File: src/core/tsm_consts.vh
`ifndef TSM_CONSTS_VH
`define TSM_CONSTS_VH

// Controller state codes
`define TSM_ST_EXIT2_DR   4'h0
`define TSM_ST_EXIT1_DR   4'h1
`define TSM_ST_SHIFT_DR   4'h2
`define TSM_ST_PAUSE_DR   4'h3
`define TSM_ST_SELECT_IR  4'h4
`define TSM_ST_UPDATE_DR  4'h5
`define TSM_ST_CAPTURE_DR 4'h6
`define TSM_ST_SELECT_DR  4'h7
`define TSM_ST_EXIT2_IR   4'h8
`define TSM_ST_EXIT1_IR   4'h9
`define TSM_ST_SHIFT_IR   4'hA
`define TSM_ST_PAUSE_IR   4'hB
`define TSM_ST_RUN_IDLE   4'hC
`define TSM_ST_UPDATE_IR  4'hD
`define TSM_ST_CAPTURE_IR 4'hE
`define TSM_ST_RESET      4'hF

// Instruction register geometry and opcodes (opcode values are arbitrary)
`define TSM_IR_W          4
`define TSM_OP_IDCODE     4'h2
`define TSM_OP_LINK_SEL   4'h5
`define TSM_OP_DBG_EN     4'h6
`define TSM_OP_BYPASS     4'hF

// Instruction capture pattern in the low bits, status above
`define TSM_IR_CAP_LOW    2'h1
`define TSM_STATUS_W      2

// Identification word (arbitrary value, bit 0 must be one)
`define TSM_IDCODE_W      32
`define TSM_IDCODE_VAL    32'h00000001

// Linking register: bit 0 master port, bit 1 core debug port
`define TSM_LINK_W        4
`define TSM_LINK_RST      4'h1
`define TSM_LINK_MASTER   0
`define TSM_LINK_CORE     1

`endif

File: src/core/tsm_sync.v
`timescale 1ns/1ps
`default_nettype none

module tsm_sync #(
  parameter W = 3
) (
  // Clock and reset
  input  wire         clk,
  input  wire         arst_n,
  // Levels from outside the domain
  input  wire [W-1:0] d,
  output reg  [W-1:0] q
);

  reg [W-1:0] meta;

  // Two flops; only the second stage is read outside
  always @(posedge clk or negedge arst_n) begin
    if (!arst_n) begin
      meta <= {W{1'b0}};
      q    <= {W{1'b0}};
    end else begin
      meta <= d;
      q    <= meta;
    end
  end

endmodule

`default_nettype wire

File: src/core/tsm_shift_reg.v
`timescale 1ns/1ps
`default_nettype none

module tsm_shift_reg #(
  parameter         W   = 4,
  parameter [W-1:0] RST = {W{1'b0}}
) (
  // Clock and reset
  input  wire         clk,
  input  wire         arst_n,
  // Stage controls; capture, shift and update are one-cycle strobes, preset may be a level
  input  wire         preset,
  input  wire         capture,
  input  wire         shift,
  input  wire         update,
  // Data
  input  wire [W-1:0] par_in,
  input  wire         ser_in,
  output wire         ser_out,
  output reg  [W-1:0] par_out
);

  reg  [W-1:0] shift_q;
  wire [W:0]   cat = {ser_in, shift_q};

  assign ser_out = shift_q[0];

  // Shift stage: capture wins over shift, LSB leaves first
  always @(posedge clk or negedge arst_n) begin
    if (!arst_n) begin
      shift_q <= RST;
    end else if (capture) begin
      shift_q <= par_in;
    end else if (shift) begin
      shift_q <= cat[W:1];
    end
  end

  // Parallel output stage, isolated from the shifting
  always @(posedge clk or negedge arst_n) begin
    if (!arst_n) begin
      par_out <= RST;
    end else if (preset) begin
      par_out <= RST;
    end else if (update) begin
      par_out <= shift_q;
    end
  end

endmodule

`default_nettype wire

File: src/core/tsm_tap.v
`timescale 1ns/1ps
`include "tsm_consts.vh"
`default_nettype none

module tsm_tap #(
  parameter                      IR_W     = `TSM_IR_W,
  parameter                      LINK_W   = `TSM_LINK_W,
  parameter                      ID_W     = `TSM_IDCODE_W,
  parameter [ID_W-1:0]           ID_VAL   = `TSM_IDCODE_VAL,
  parameter                      STATUS_W = `TSM_STATUS_W
) (
  // Clock and reset
  input  wire                core_clk,
  input  wire                nrst,
  // Test port pins
  input  wire                tck,
  input  wire                tms,
  input  wire                tdi,
  input  wire                trst_n,
  output wire                tdo,
  output wire                tdo_oe_n,
  // Device status seen in instruction capture
  input  wire [STATUS_W-1:0] sys_status,
  // Controller view
  output wire [3:0]          tap_state,
  output wire [IR_W-1:0]     instr,
  output wire                test_logic_reset,
  // Linking register outputs
  output wire                link_master_en,
  output wire                link_core_en,
  // Debug module scan path
  output wire                dbg_capture,
  output wire                dbg_shift,
  output wire                dbg_update,
  output wire                dbg_tdi,
  input  wire                dbg_tdo
);

  // Pin reset and system reset share the asynchronous net
  wire       arst_raw_n = nrst & trst_n;
  reg  [1:0] rst_hold;

  // Assert at once, release two clocks later so no flop sees a ragged edge
  always @(posedge core_clk or negedge arst_raw_n) begin
    if (!arst_raw_n) begin
      rst_hold <= 2'h0;
    end else begin
      rst_hold <= {rst_hold[0], 1'b1};
    end
  end

  wire arst_n = rst_hold[1];

  // Next-state function of the sixteen-state machine
  function [3:0] tsm_next;
    input [3:0] st;
    input       m;
    begin
      case (st)
        `TSM_ST_RESET:      tsm_next = m ? `TSM_ST_RESET : `TSM_ST_RUN_IDLE;
        `TSM_ST_RUN_IDLE:   tsm_next = m ? `TSM_ST_SELECT_DR : `TSM_ST_RUN_IDLE;
        `TSM_ST_SELECT_DR:  tsm_next = m ? `TSM_ST_SELECT_IR : `TSM_ST_CAPTURE_DR;
        `TSM_ST_SELECT_IR:  tsm_next = m ? `TSM_ST_RESET : `TSM_ST_CAPTURE_IR;
        `TSM_ST_CAPTURE_DR: tsm_next = m ? `TSM_ST_EXIT1_DR : `TSM_ST_SHIFT_DR;
        `TSM_ST_SHIFT_DR:   tsm_next = m ? `TSM_ST_EXIT1_DR : `TSM_ST_SHIFT_DR;
        `TSM_ST_EXIT1_DR:   tsm_next = m ? `TSM_ST_UPDATE_DR : `TSM_ST_PAUSE_DR;
        `TSM_ST_PAUSE_DR:   tsm_next = m ? `TSM_ST_EXIT2_DR : `TSM_ST_PAUSE_DR;
        `TSM_ST_EXIT2_DR:   tsm_next = m ? `TSM_ST_UPDATE_DR : `TSM_ST_SHIFT_DR;
        `TSM_ST_UPDATE_DR:  tsm_next = m ? `TSM_ST_SELECT_DR : `TSM_ST_RUN_IDLE;
        `TSM_ST_CAPTURE_IR: tsm_next = m ? `TSM_ST_EXIT1_IR : `TSM_ST_SHIFT_IR;
        `TSM_ST_SHIFT_IR:   tsm_next = m ? `TSM_ST_EXIT1_IR : `TSM_ST_SHIFT_IR;
        `TSM_ST_EXIT1_IR:   tsm_next = m ? `TSM_ST_UPDATE_IR : `TSM_ST_PAUSE_IR;
        `TSM_ST_PAUSE_IR:   tsm_next = m ? `TSM_ST_EXIT2_IR : `TSM_ST_PAUSE_IR;
        `TSM_ST_EXIT2_IR:   tsm_next = m ? `TSM_ST_UPDATE_IR : `TSM_ST_SHIFT_IR;
        `TSM_ST_UPDATE_IR:  tsm_next = m ? `TSM_ST_SELECT_IR : `TSM_ST_RUN_IDLE;
        default:            tsm_next = `TSM_ST_RESET;
      endcase
    end
  endfunction

  // Pins synchronised to core_clk; test clock must be well below core rate
  wire [2:0] pin_s;

  tsm_sync #(
    .W      (3)
  ) u_pin_sync (
    .clk    (core_clk),
    .arst_n (arst_n),
    .d      ({tck, tms, tdi}),
    .q      (pin_s)
  );

  wire tck_s = pin_s[2];
  wire tms_s = pin_s[1];
  wire tdi_s = pin_s[0];

  reg  tck_d;
  wire tck_rise = tck_s & ~tck_d;
  wire tck_fall = ~tck_s & tck_d;

  // Previous test clock level for edge detection
  always @(posedge core_clk or negedge arst_n) begin
    if (!arst_n) begin
      tck_d <= 1'b0;
    end else begin
      tck_d <= tck_s;
    end
  end

  // Controller state register
  reg  [3:0] state;
  wire [3:0] next_state = tsm_next(state, tms_s);

  always @(posedge core_clk or negedge arst_n) begin
    if (!arst_n) begin
      state <= `TSM_ST_RESET;
    end else if (tck_rise) begin
      state <= next_state;
    end
  end

  // State decodes
  wire in_reset   = (state == `TSM_ST_RESET);
  wire in_cap_dr  = (state == `TSM_ST_CAPTURE_DR);
  wire in_shf_dr  = (state == `TSM_ST_SHIFT_DR);
  wire in_upd_dr  = (state == `TSM_ST_UPDATE_DR);
  wire in_cap_ir  = (state == `TSM_ST_CAPTURE_IR);
  wire in_shf_ir  = (state == `TSM_ST_SHIFT_IR);
  wire in_upd_ir  = (state == `TSM_ST_UPDATE_IR);

  // Capture and shift on the rising edge; update on the falling edge
  wire cap_dr = tck_rise & in_cap_dr;
  wire shf_dr = tck_rise & in_shf_dr;
  wire upd_dr = tck_fall & in_upd_dr;
  wire cap_ir = tck_rise & in_cap_ir;
  wire shf_ir = tck_rise & in_shf_ir;
  wire upd_ir = tck_fall & in_upd_ir;

  // Instruction register; reset state forces the identification opcode
  wire [IR_W-1:0] ir_cap = {sys_status, `TSM_IR_CAP_LOW};
  wire            ir_so;

  tsm_shift_reg #(
    .W       (IR_W),
    .RST     (`TSM_OP_IDCODE)
  ) u_ir (
    .clk     (core_clk),
    .arst_n  (arst_n),
    .preset  (in_reset),
    .capture (cap_ir),
    .shift   (shf_ir),
    .update  (upd_ir),
    .par_in  (ir_cap),
    .ser_in  (tdi_s),
    .ser_out (ir_so),
    .par_out (instr)
  );

  // Data register selection by the current instruction, and for debug also by link_core_en
  wire sel_id    = (instr == `TSM_OP_IDCODE);
  wire sel_link  = (instr == `TSM_OP_LINK_SEL);
  wire sel_dbg   = (instr == `TSM_OP_DBG_EN) & link_core_en;
  wire sel_byp   = ~sel_id & ~sel_link & ~sel_dbg;

  // Identification register, capture only
  wire id_so;

  tsm_shift_reg #(
    .W       (ID_W),
    .RST     (ID_VAL)
  ) u_id (
    .clk     (core_clk),
    .arst_n  (arst_n),
    .preset  (1'b0),
    .capture (cap_dr & sel_id),
    .shift   (shf_dr & sel_id),
    .update  (1'b0),
    .par_in  (ID_VAL),
    .ser_in  (tdi_s),
    .ser_out (id_so),
    .par_out ()
  );

  // Linking register: parallel input is a registered copy of its own output, so capture reads back the link bits
  wire [LINK_W-1:0] link_q;
  wire              link_so;
  reg  [LINK_W-1:0] link_keep;

  always @(posedge core_clk or negedge arst_n) begin
    if (!arst_n) begin
      link_keep <= `TSM_LINK_RST;
    end else begin
      link_keep <= link_q;
    end
  end

  tsm_shift_reg #(
    .W       (LINK_W),
    .RST     (`TSM_LINK_RST)
  ) u_link (
    .clk     (core_clk),
    .arst_n  (arst_n),
    .preset  (in_reset),
    .capture (cap_dr & sel_link),
    .shift   (shf_dr & sel_link),
    .update  (upd_dr & sel_link),
    .par_in  (link_keep),
    .ser_in  (tdi_s),
    .ser_out (link_so),
    .par_out (link_q)
  );

  assign link_master_en = link_q[`TSM_LINK_MASTER];
  assign link_core_en   = link_q[`TSM_LINK_CORE];

  // Single-bit bypass, captures zero
  wire byp_so;

  tsm_shift_reg #(
    .W       (1),
    .RST     (1'b0)
  ) u_byp (
    .clk     (core_clk),
    .arst_n  (arst_n),
    .preset  (1'b0),
    .capture (cap_dr & sel_byp),
    .shift   (shf_dr & sel_byp),
    .update  (1'b0),
    .par_in  (1'b0),
    .ser_in  (tdi_s),
    .ser_out (byp_so),
    .par_out ()
  );

  // Debug module scan strobes pass through on the same clock
  assign dbg_capture = cap_dr & sel_dbg;
  assign dbg_shift   = shf_dr & sel_dbg;
  assign dbg_update  = upd_dr & sel_dbg;
  assign dbg_tdi     = tdi_s;

  // Serial output multiplexer
  reg dr_so;

  always @* begin
    if (sel_id) begin
      dr_so = id_so;
    end else if (sel_link) begin
      dr_so = link_so;
    end else if (sel_dbg) begin
      dr_so = dbg_tdo;
    end else begin
      dr_so = byp_so;
    end
  end

  // Output pin registered on the falling edge, so it is stable at rise
  reg tdo_q;
  reg tdo_oe_q;

  always @(posedge core_clk or negedge arst_n) begin
    if (!arst_n) begin
      tdo_q    <= 1'b0;
      tdo_oe_q <= 1'b1;
    end else if (tck_fall) begin
      tdo_q    <= in_shf_ir ? ir_so : dr_so;
      tdo_oe_q <= ~(in_shf_ir | in_shf_dr);
    end
  end

  assign tdo              = tdo_q;
  assign tdo_oe_n         = tdo_oe_q;
  assign tap_state        = state;
  assign test_logic_reset = in_reset;

endmodule

`default_nettype wire

File: config.mk
export PLATFORM = sky130hd
export DESIGN_NAME = tsm_tap
export DESIGN_NICKNAME = d
export VERILOG_FILES = /design/src/core/tsm_sync.v /design/src/core/tsm_shift_reg.v /design/src/core/tsm_tap.v
export VERILOG_INCLUDE_DIRS = /design/src /design/src/core
export SDC_FILE = /design/constraint.sdc
export NUM_CORES = 1
export LEC_CHECK = 0
export BUFFER_PORTS_ARGS = -buffer_cell sky130_fd_sc_hd__clkbuf_2
export CORE_AREA = 3 3 74 76
export DETAILED_ROUTE_END_ITERATION = 8
export DIE_AREA = 0 0 77 79
export HOLD_SLACK_MARGIN = 0.12
export PLACE_DENSITY = 0.88
export SKIP_CTS_REPAIR_TIMING = 1
export SLEW_MARGIN = 20
export SYNTH_ARGS = -nofsm -noshare
export SYNTH_HDL_FRONTEND = slang
export SYNTH_SLANG_ARGS = --single-unit
File: constraint.sdc
create_clock -name core_clk -period 5.35 [get_ports core_clk]
set_input_delay 1.07 -clock core_clk [delete_from_list [all_inputs] [get_ports core_clk]]
set_output_delay 1.07 -clock core_clk [all_outputs]
set_load 0.01 [all_outputs]
## Word-level counts from Yosys, hierarchy flattened

Index checks and enable logic that the tools add are counted.

| word-level totals | value |
|---|---|
| flip-flop bits (word level) | 68 |
| bits of input ports | 9 |
| output and inout bits | 17 |
| word-level logic and storage cells | 101 |

| cells by class | value |
|---|---|
| eq/ne operators | 18 |
| muxes and demuxes | 30 |
| bitwise gates (word level) | 29 |
| reductions and logical operators | 10 |

Operators by type and width:

| operator | count |
|---|---|
| $mux W32 | 2 |
| $pmux W4 S13 | 1 |
| $mux W4 | 10 |
| $eq A4 B4 Y1 const B | 8 |
| $eq A4 B3 Y1 const B | 6 |
| $and A1 B1 Y1 | 22 |
| $eq A4 B2 Y1 const B | 3 |
| $mux W2 | 6 |
| $mux W3 | 4 |
| $reduce_bool A2 Y1 | 6 |
| $mux W1 | 7 |
| $not A1 Y1 | 6 |
| $reduce_or A2 Y1 | 3 |
| $eq A4 B1 Y1 const B | 1 |
| $logic_not A4 Y1 | 1 |
| $or A1 B1 Y1 | 1 |

## Logic depth before layout (Yosys ltp)

Gate-level depths: netlist (run 1).

| logic depth | value |
|---|---|
| word-level depth | 7 |
| gate-level depth with buffers | 5 |
| gate-level depth less buffers | 4 |

## Hierarchy

A second synthesis (run 1) with hierarchy kept.

| second synthesis, totals | value |
|---|---|
| cells, all modules | 400 |
| area total of the unflattened synthesis | 4,509.3 um^2 |

By module, submodules not included:

| module | times used | cells each | area each (um^2) | seq. area each (um^2) |
|---|---|---|---|---|
| tsm_shift_reg at u_id | 1 | 242 | 2,821.5 | 1,604.0 |
| tsm_tap | 1 | 85 | 744.5 | 332.8 |
| tsm_shift_reg at u_ir ... | 2 | 30 | 355.3 | 202.7 |
| tsm_sync | 1 | 6 | 150.1 | 150.1 |
| tsm_shift_reg at u_byp | 1 | 7 | 82.6 | 50.0 |

## Worst setup path before layout (run 1)

No wires, ideal clock.

| timing path | value |
|---|---|
| path kind | reg2out |
| from | reg state[2] (netlist: tap_state[2]) |
| to | out dbg_update |
| arrival time | 1.353 ns |
| required time | 4.280 ns |
| setup slack | 2.927 ns |
| stages on the path, launching flop included | 6 |
| path buffers | 3 |
| cells stage by stage | dfstp_2 buf_2 clkbuf_1 buf_2 nand4_1 nor2_1 |

| on the way | value |
|---|---|
| word-level cells in the longest chain between the ends | 3 |

RTL lines:

| what | line | RTL |
|---|---|---|
| start, declared | tsm_tap.v:111 | `reg [3:0] state;` |
| start signal, assigned | tsm_tap.v:116 | `` state <= `TSM_ST_RESET; `` |
| start signal, assigned | tsm_tap.v:118 | `state <= next_state;` |
| $eq A4 B3 Y1 | - |  |
| $and A1 B1 Y1 | tsm_tap.v:134 | `wire upd_dr = tck_fall & in_upd_dr;` |
| $and A1 B1 Y1 | tsm_tap.v:238 | `assign dbg_update = upd_dr & sel_dbg;` |
| end, declared | tsm_tap.v:34 | `output wire dbg_update,` |

No other way between the ends.

## Worst setup path after layout (run 1)

| timing path | value |
|---|---|
| from | reg state[2] (netlist: tap_state[2]) |
| to | out test_logic_reset |

| on the way | value |
|---|---|
| word-level cells in the longest chain between the ends | 1 |

RTL lines:

| what | line | RTL |
|---|---|---|
| $eq A4 B4 Y1 | - |  |
| end, declared | tsm_tap.v:27 | `output wire test_logic_reset,` |

No other way between the ends.

==> flow_summary.json, run 1 <==
{
  "grt_use_total_pct": 19.6,
  "clockBufferDepth": 2,
  "cts_tree": "yes",
  "finalWeightedCongestion": 0.783,
  "post-route-min-period_ns": 3.21,
  "portBuffers": 25,
  "grt_pass1_vias": 1908,
  "synthFlopType": "dfrtp_1",
  "synth_area_leader_cell": "dfrtp_1",
  "setup_viol": 0,
  "holdWs_ns": 0.348,
  "grt_antenna_before_repair": 0,
  "async_reset_ff_share_pct": 100,
  "grt_max_degree": 67,
  "place_hpwl_um": 3110,
  "wl_per_cell_um": 13.4,
  "worst_slew_pin_slew_ns": 0.804,
  "detail_route.vias_per_cell": 5.27,
  "clkTransAtPathRegs_ns": 0.06,
  "status": "finished clean",
  "detail-route-antenna-nets": 0,
  "timing.final.crit_share_pct": 59.9,
  "regArea_um2": 1720,
  "synth_cell_types": 43,
  "power_density_nw_per_um2": 429,
  "hold_path.class": "reg2reg",
  "pre_cts_slack_ns": 2.51,
  "routed_wl_um": 5040,
  "cts_root_buf": "clkbuf_8",
  "cp.required_ns": 4.28,
  "crit_fanout": 55,
  "crit_type": "reg2out",
  "drv_slew": 0,
  "post_synth_instance_area_um2": 3020,
  "rsz0062_at_grt": "false",
  "drt_iter0_drc": 151,
  "overflow": 0,
  "grt_pass1_wl_um": 9090,
  "synth-seq-cells": 68,
  "clock_skew_ns": 0.00681,
  "ys_seq_area_share_pct": 56.7,
  "areaGrowthSynthToFinish_pct": 9.93,
  "synth_nets": 295,
  "synth_common_cells": "dfrtp_1 (57), nand2_1 (43), nand2b_1 (35), o21ai_1 (21), nor2_1 (18)",
  "leakage_nw": 1.52,
  "die-width_um": 77,
  "syn_inst": 286,
  "cp-end-kind": "output pin",
  "start_util_pct": 63.2,
  "antenna_cells": 0,
  "num_rows": 25,
  "place_area_um2": 3120,
  "post-route-util_pct": 69.5,
  "nNetsFinal": 313,
  "syn_avg_cell_area_um2": 10.6,
  "start_kind": "register",
  "max_freq_mhz": 312,
  "htreeDepth": 3,
  "synth_top_area_share_pct": 47.2,
  "fp.dieArea_um2": 6080,
  "power.total_mw": 1.43,
  "multi_input_area_um2": 1180,
  "cts.sinks": 68,
  "yosysWarnings": 0,
  "drtPass1Iterations": 4,
  "synth_most_common_cell": "dfrtp_1",
  "core_area_um2": 4790,
  "stdcell_count": 376,
  "vias": 1983,
  "cap_violations": 0,
  "numCtsBuffers": 9,
  "route.detailed.drc": 0,
  "drive_above_1_share_pct": 23.6,
  "finalWorstSetupSlack_ns": 2.14,
  "die_h_um": 79,
  "final-hold-violation-count": 0,
  "clk_latency_ns": 0.34,
  "place_inst": 360,
  "ir_drop_uv": 311,
  "crit_arrival_ns": 2.14,
  "synth_edf_count": 0,
  "nFillCells": 359,
  "fin_area_um2": 3320,
  "fin_tns_setup_ns": 0,
  "synthTopCellsByArea": "dfrtp_1 (47%), dfstp_2 (9.6%), nand2b_1 (7.2%)",
  "io_pins": 26,
  "slew_headroom_pct": 46.4
}
## cell families (layout without fill, tap and decap cells)
group                    Yosys count  after routing  synth area share, %
other                              1              1                0.124
multiplexers                       9              9                 3.19
AND/OR/NAND/NOR                  119            119                 22.0
flip-flops                        68             68                 56.7
adder cells (fa/ha/maj)            1              1                0.331
buffers and inverters             22             45                 4.26
AO/OA/AOI/OAI                     66             66                 13.4
## sequential cells by signal, summed over array words and instances, names as in the netlist
register	flops
u_id.shift_q	32
link_keep	4
tap_state	4
u_ir.par_out	4
u_ir.shift_q	4
u_link.par_out	4
u_link.shift_q	4
u_pin_sync.meta	3
u_pin_sync.q	3
rst_hold	2
tck_d	1
tdo	1
tdo_oe_n	1
u_byp.ser_out	1
## critical path: stages, from the launching register on
cell,delay [ns]
dfstp_2,1.06
and3_1,0.31
and2_1,0.25
clkbuf_2,0.17
## routing by layer
layer	vias to the layer above	share of wire (%)	track usage (%)
met4	0	1.3	6.94
met3	9	4.9	8.05
met1	935	48	26.4
li1	998	-	-
met5	-	0	0
met2	41	45	28.7
## final cells by class
type / instances / share of cell area (%)
Inverter: 3 / 0.339
Tap cell: 67 / 2.52
Sequential cell: 68 / 51.6
Multi-Input combinational cell: 196 / 35.5
Timing Repair Buffer: 26 / 3.99
Clock buffer: 16 / 6.02
## worst paths after layout
| kind | cells after the start | end | slack, ns | from |
|---|---|---|---|---|
| min reg2reg | 0 | u_pin_sync.q[2] | 0.35 | u_pin_sync.meta[2] |
| max in group asynchronous | 1 | u_id.shift_q[10] | 4.39 | rst_hold[1] |
| max | 3 | test_logic_reset | 2.14 | tap_state[2] |
| min | 0 | u_pin_sync.q[2] | 0.35 | u_pin_sync.meta[2] |
| max reg2reg | 3 | u_id.shift_q[31] | 3.18 | tap_state[1] |
| min in group asynchronous | 1 | link_keep[2] | 0.42 | rst_hold[1] |
## cells in the final DEF, fill, tap and decap left out, drive strengths merged, types with 2 or more instances in the layout
| cell type | netlist | routed |
|---|---|---|
| o21ai | 42 | 42 |
| clkbuf | 7 | 41 |
| a31oi | 3 | 3 |
| nor2 | 18 | 18 |
| mux2i | 7 | 7 |
| o2bb2ai | 2 | 2 |
| dfrtp | 57 | 57 |
| nand2 | 43 | 43 |
| nor3 | 2 | 2 |
| a21oi | 13 | 13 |
| nor3b | 3 | 3 |
| mux2 | 2 | 2 |
| inv | 3 | 3 |
| and4bb | 3 | 3 |
| and3 | 2 | 2 |
| nand2b | 35 | 35 |
| and2 | 2 | 2 |
| dfstp | 11 | 11 |
| nor2b | 3 | 3 |
## power by group
group / switching, mW / leakage [nW] / total (mW) / internal (mW)
registers: 0.129 / 0.879 / 0.725 / 0.595
clock network: 0.176 / 0.103 / 0.409 / 0.232
logic: 0.136 / 0.533 / 0.293 / 0.157
No activity file was read; power rests on OpenSTA's default activity.
==> inputs of run 2 (changes only) <==
CORE_AREA = 3 3 76 78   (was 3 3 74 76)
DIE_AREA = 0 0 79 81   (was 0 0 77 79)
PLACE_DENSITY = 0.84   (was 0.88)
clock period = 3.2 ns   (was 5.35 ns; I/O delays follow)
==> flow_summary.json, run 2 (synthesized netlist as in run 1, its figures left out) <==
{
  "ir_drop_uv": 508,
  "place_hpwl_um": 3390,
  "setup_viol": 0,
  "detail_route.vias_per_cell": 5.21,
  "vias": 1984,
  "route.detailed.drc": 0,
  "clock_skew_ns": 0.0104,
  "fin_tns_setup_ns": 0,
  "r2r_slack_ns": 1.17,
  "cts.sinks": 68,
  "detail-route-antenna-nets": 0,
  "worst_slew_pin_slew_ns": 0.730,
  "drtPass1Iterations": 4,
  "critPathSlowestCell": "dfstp_2",
  "nNetsFinal": 315,
  "portBuffers": 25,
  "crit_fanout": 23,
  "routed_wl_um": 5130,
  "power_density_nw_per_um2": 721,
  "die-width_um": 79,
  "numCtsBuffers": 9,
  "worst-r2r-cell-count": 5,
  "r2r_end": "u_id.shift_q[24]",
  "cp.required_ns": 2.56,
  "grt_max_degree": 36,
  "rsz0062_at_grt": "false",
  "antenna_cells": 0,
  "overflow": 0,
  "core_area_um2": 5140,
  "io_pins": 26,
  "largest_register_ffs": 32,
  "final-hold-violation-count": 0,
  "grt_pass1_wl_um": 8740,
  "post-route-min-period_ns": 2.42,
  "finalWeightedCongestion": 0.796,
  "timing.final.crit_share_pct": 75.8,
  "cp_top_family": "flip-flops",
  "cp_cell_sequence": "and3_1 > and2_1 > clkbuf_2",
  "drv_slew": 0,
  "wl_per_cell_um": 13.5,
  "max_freq_mhz": 412,
  "crit_arrival_ns": 1.78,
  "grt_antenna_before_repair": 0,
  "leakage_nw": 1.52,
  "cts_root_buf": "clkbuf_8",
  "fin_area_um2": 3340,
  "clk_latency_ns": 0.34,
  "slew_headroom_pct": 51.3,
  "layout_common_cells": "dfrtp_1 (56), nand2_1 (43), nand2b_1 (35)",
  "grt_use_total_pct": 18.0,
  "htreeDepth": 3,
  "status": "finished clean",
  "hold_path.class": "in2async",
  "slowest_delay_ns": 0.79,
  "critPathBufInv": 1,
  "start_kind": "register",
  "cap_violations": 0,
  "die_h_um": 81,
  "clockBufferDepth": 2,
  "num_rows": 26,
  "grt_pass1_vias": 1899,
  "top_register": "u_id.shift_q",
  "start_util_pct": 58.8,
  "cts_tree": "yes",
  "fp.dieArea_um2": 6400,
  "drive_above_1_share_pct": 23.8,
  "crit_type": "reg2out",
  "place_area_um2": 3140,
  "areaGrowthSynthToFinish_pct": 10.5,
  "final_common_cell": "dfrtp_1",
  "r2r-start": "tap_state[1]",
  "cp-end-kind": "output pin",
  "clkTransAtPathRegs_ns": 0.07,
  "drt_iter0_drc": 117
}
run 2: where the power goes:
group	leakage, nW	switching (mW)	internal, mW	total, mW
Clock	0.101	0.292	0.402	0.694
Sequential	0.879	0.184	0.995	1.18
Combinational	0.542	0.270	0.267	0.537
run 2: stage by stage:
step | worst slack (ns) | power (mW) | hold slack (ns) | util (%) | std cells
floorplan | 1.19 | 1.58 | 0.331 | - | 286
global placement | 1.19 | 1.71 | 0.333 | 61.1 | 365
detailed placement | 1.14 | 1.73 | 0.335 | 61.1 | 365
CTS | 0.768 | 2.43 | 0.157 | 65.0 | 381
global route | 0.664 | 2.55 | 0.174 | 65.0 | 381
finish | 0.776 | 2.41 | 0.172 | 65.0 | 381
run 2: area by class of cell:
class / instances / area (um^2)
clock buffer: 14 / 163
clock inverter: 2 / 35.0
fill: 422 / 1800
inverter: 3 / 11.3
multi-input combinational: 196 / 1180
sequential: 68 / 1720
tap: 70 / 87.6
timing repair buffer: 28 / 148
run 2: worst reg2reg max path, delay by kind of cell (launching register included):
family                 cells  cell delay (ns)
AOI/OAI and AO/OA          1             0.05
and+or+nand+nor            3             0.80
buffers and inverters      1             0.37
DFF                        1             0.70
run 2: per-layer routing:
layer	GRT usage, %	vias up	share of wire (%)
li1	-	1014	-
met1	24.2	937	50
met2	26.3	26	46
met3	4.55	7	2.7
met4	11.5	0	1.7
met5	0	-	0
run 2: worst max-delay path by stage:
stage	start	to	depth (start not counted)
detailed placement	tap_state[2]	test_logic_reset	3
finish	tap_state[2]	test_logic_reset	3
global placement	tap_state[2]	test_logic_reset	3
CTS	tap_state[2]	test_logic_reset	3
global route	tap_state[1]	dbg_shift	4
floorplan	rst_hold[1]	link_keep[1]	0
==> inputs of run 3 (changes only) <==
ABC_AREA = 1   (was default)
PLACE_DENSITY = 0.82   (was 0.84)
clock period = 2.3 ns   (was 3.2 ns; I/O delays follow)
==> flow_summary.json, run 3 <==
{
  "drt_iter0_drc": 197,
  "numCtsBuffers": 9,
  "cts_tree": "yes",
  "fin_tns_setup_ns": 0,
  "rsz0062_at_grt": "false",
  "synth_top_area_share_pct": 48.6,
  "synthTopCellsByArea": "dfrtp_1 (49%), nand2_1 (12%), dfstp_2 (9.9%)",
  "clock_skew_ns": 0.00579,
  "multi_input_area_um2": 1000,
  "ys_seq_area_share_pct": 58.5,
  "grt_pass1_vias": 2103,
  "synth_common_cells": "nand2_1 (95), dfrtp_1 (57), nand3_1 (47), inv_1 (35), o21ai_0 (20)",
  "critPathLaunch": "tap_state[1]",
  "drtPass1Iterations": 5,
  "cp-end-kind": "output pin",
  "overflow": 0,
  "timing.final.crit_share_pct": 96.6,
  "synthFlopType": "dfrtp_1",
  "regArea_um2": 1720,
  "power_density_nw_per_um2": 1080,
  "hold_path.class": "in2reg",
  "synth_nets": 337,
  "antenna_cells": 0,
  "crit_arrival_ns": 1.76,
  "stdcell_count": 437,
  "max_freq_mhz": 450,
  "num_rows": 26,
  "route.detailed.drc": 0,
  "synth_most_common_cell": "nand2_1",
  "drv_slew": 0,
  "drive_above_1_share_pct": 18.8,
  "die-width_um": 79,
  "finalWorstSetupSlack_ns": 0.0788,
  "top_register": "u_id.shift_q",
  "nFillCells": 442,
  "yosysWarnings": 0,
  "synth-seq-cells": 68,
  "place_inst": 415,
  "r2r_end": "u_id.shift_q[0]",
  "place_hpwl_um": 3660,
  "cts_root_buf": "clkbuf_8",
  "min-delay-start": "tck",
  "htreeDepth": 3,
  "grt_antenna_before_repair": 0,
  "wl_per_cell_um": 12.9,
  "start_util_pct": 57.1,
  "grt_pass1_wl_um": 9600,
  "ir_drop_uv": 637,
  "r2r_slack_ns": 0.41,
  "cts.sinks": 68,
  "leakage_nw": 1.78,
  "syn_avg_cell_area_um2": 8.95,
  "routed_wl_um": 5640,
  "post-route-min-period_ns": 2.22,
  "detail_route.vias_per_cell": 5.25,
  "crit_type": "reg2out",
  "post_synth_instance_area_um2": 2930,
  "clockBufferDepth": 2,
  "worst-r2r-cell-count": 8,
  "core_area_um2": 5140,
  "synth_edf_count": 0,
  "async_reset_ff_share_pct": 100,
  "vias": 2294,
  "cp.required_ns": 1.84,
  "finalWeightedCongestion": 0.876,
  "r2r-start": "tap_state[1]",
  "crit_fanout": 7,
  "final_common_cell": "nand2_1",
  "syn_inst": 328,
  "io_pins": 26,
  "synth_cell_types": 28,
  "fp.dieArea_um2": 6400,
  "layout_common_cells": "nand2_1 (95), dfrtp_1 (56), nand3_1 (47)",
  "detail-route-antenna-nets": 0,
  "nNetsFinal": 371,
  "cap_violations": 0,
  "die_h_um": 81,
  "grt_max_degree": 67,
  "pre_cts_slack_ns": 0.396,
  "setup_viol": 0,
  "start_kind": "register",
  "synth_area_leader_cell": "dfrtp_1",
  "clkTransAtPathRegs_ns": 0.07,
  "final-hold-violation-count": 0,
  "areaGrowthSynthToFinish_pct": 14.5,
  "hold_end": "u_pin_sync.meta[2]",
  "whs_path_depth": 1,
  "clk_latency_ns": 0.33,
  "status": "finished clean",
  "largest_register_ffs": 32,
  "grt_use_total_pct": 19.5,
  "portBuffers": 25
}
## run 3: how the worst max path moves through the flow
stage / to / cells past startpoint
after floorplan: link_keep[1] / 0
after global placement: u_id.shift_q[31] / 7
after detailed placement: dbg_update / 5
after CTS: dbg_update / 5
after global routing: dbg_capture / 5
final: dbg_shift / 5
## run 3: metrics by stage
stage / hold slack [ns] / cell area, um^2 / power (mW) / util [%]
after floorplan: 0.238 / 2930 / 2.31 / -
after global placement: 0.289 / 3110 / 2.56 / 60.5
after detailed placement: 0.290 / 3110 / 2.60 / 60.5
after CTS: -0.0361 / 3310 / 3.59 / 64.4
final: 0.229 / 3360 / 3.63 / 65.4
after global routing: 0.205 / 3360 / 3.85 / 65.4
## run 3: metal layers
layer | vias up | routed length, um | global-route usage [%]
met5 | - | 0 | 0
met4 | 0 | 86 | 10.5
met3 | 10 | 331 | 5.21
met2 | 71 | 2600 | 29.5
met1 | 1089 | 2620 | 25.8
li1 | 1124 | - | -
## run 3: critical path, cell delays in order, from the launching register on
cell	delay, ns
dfstp_2	0.61
inv_2	0.11
nor2_4	0.18
nand3_4	0.17
nor3_1	0.19
clkbuf_2	0.17
## run 3: report_power, final
group	switching [mW]	internal [mW]	leakage (nW)	total [mW]
clock	0.421	0.556	0.102	0.977
combinational	0.708	0.340	0.801	1.05
sequential	0.164	1.44	0.876	1.60
total	1.29	2.34	1.78	3.63
## run 3: layout make-up
class | count | share of cell area (%)
Tap cell | 70 | 2.61
Clock inverter | 4 | 1.41
Clock buffer | 12 | 4.62
Inverter | 38 | 4.24
Timing Repair Buffer | 34 | 6.25
Sequential cell | 68 | 51.1
Multi-Input combinational cell | 211 | 29.8
## run 3: logic make-up after synthesis
family          after synthesis  synth area share, %
simple gates                168                 25.7
flops                        68                 58.5
buf+inv                      49                 7.42
compound gates               42                 8.32
other cells                   1                0.128
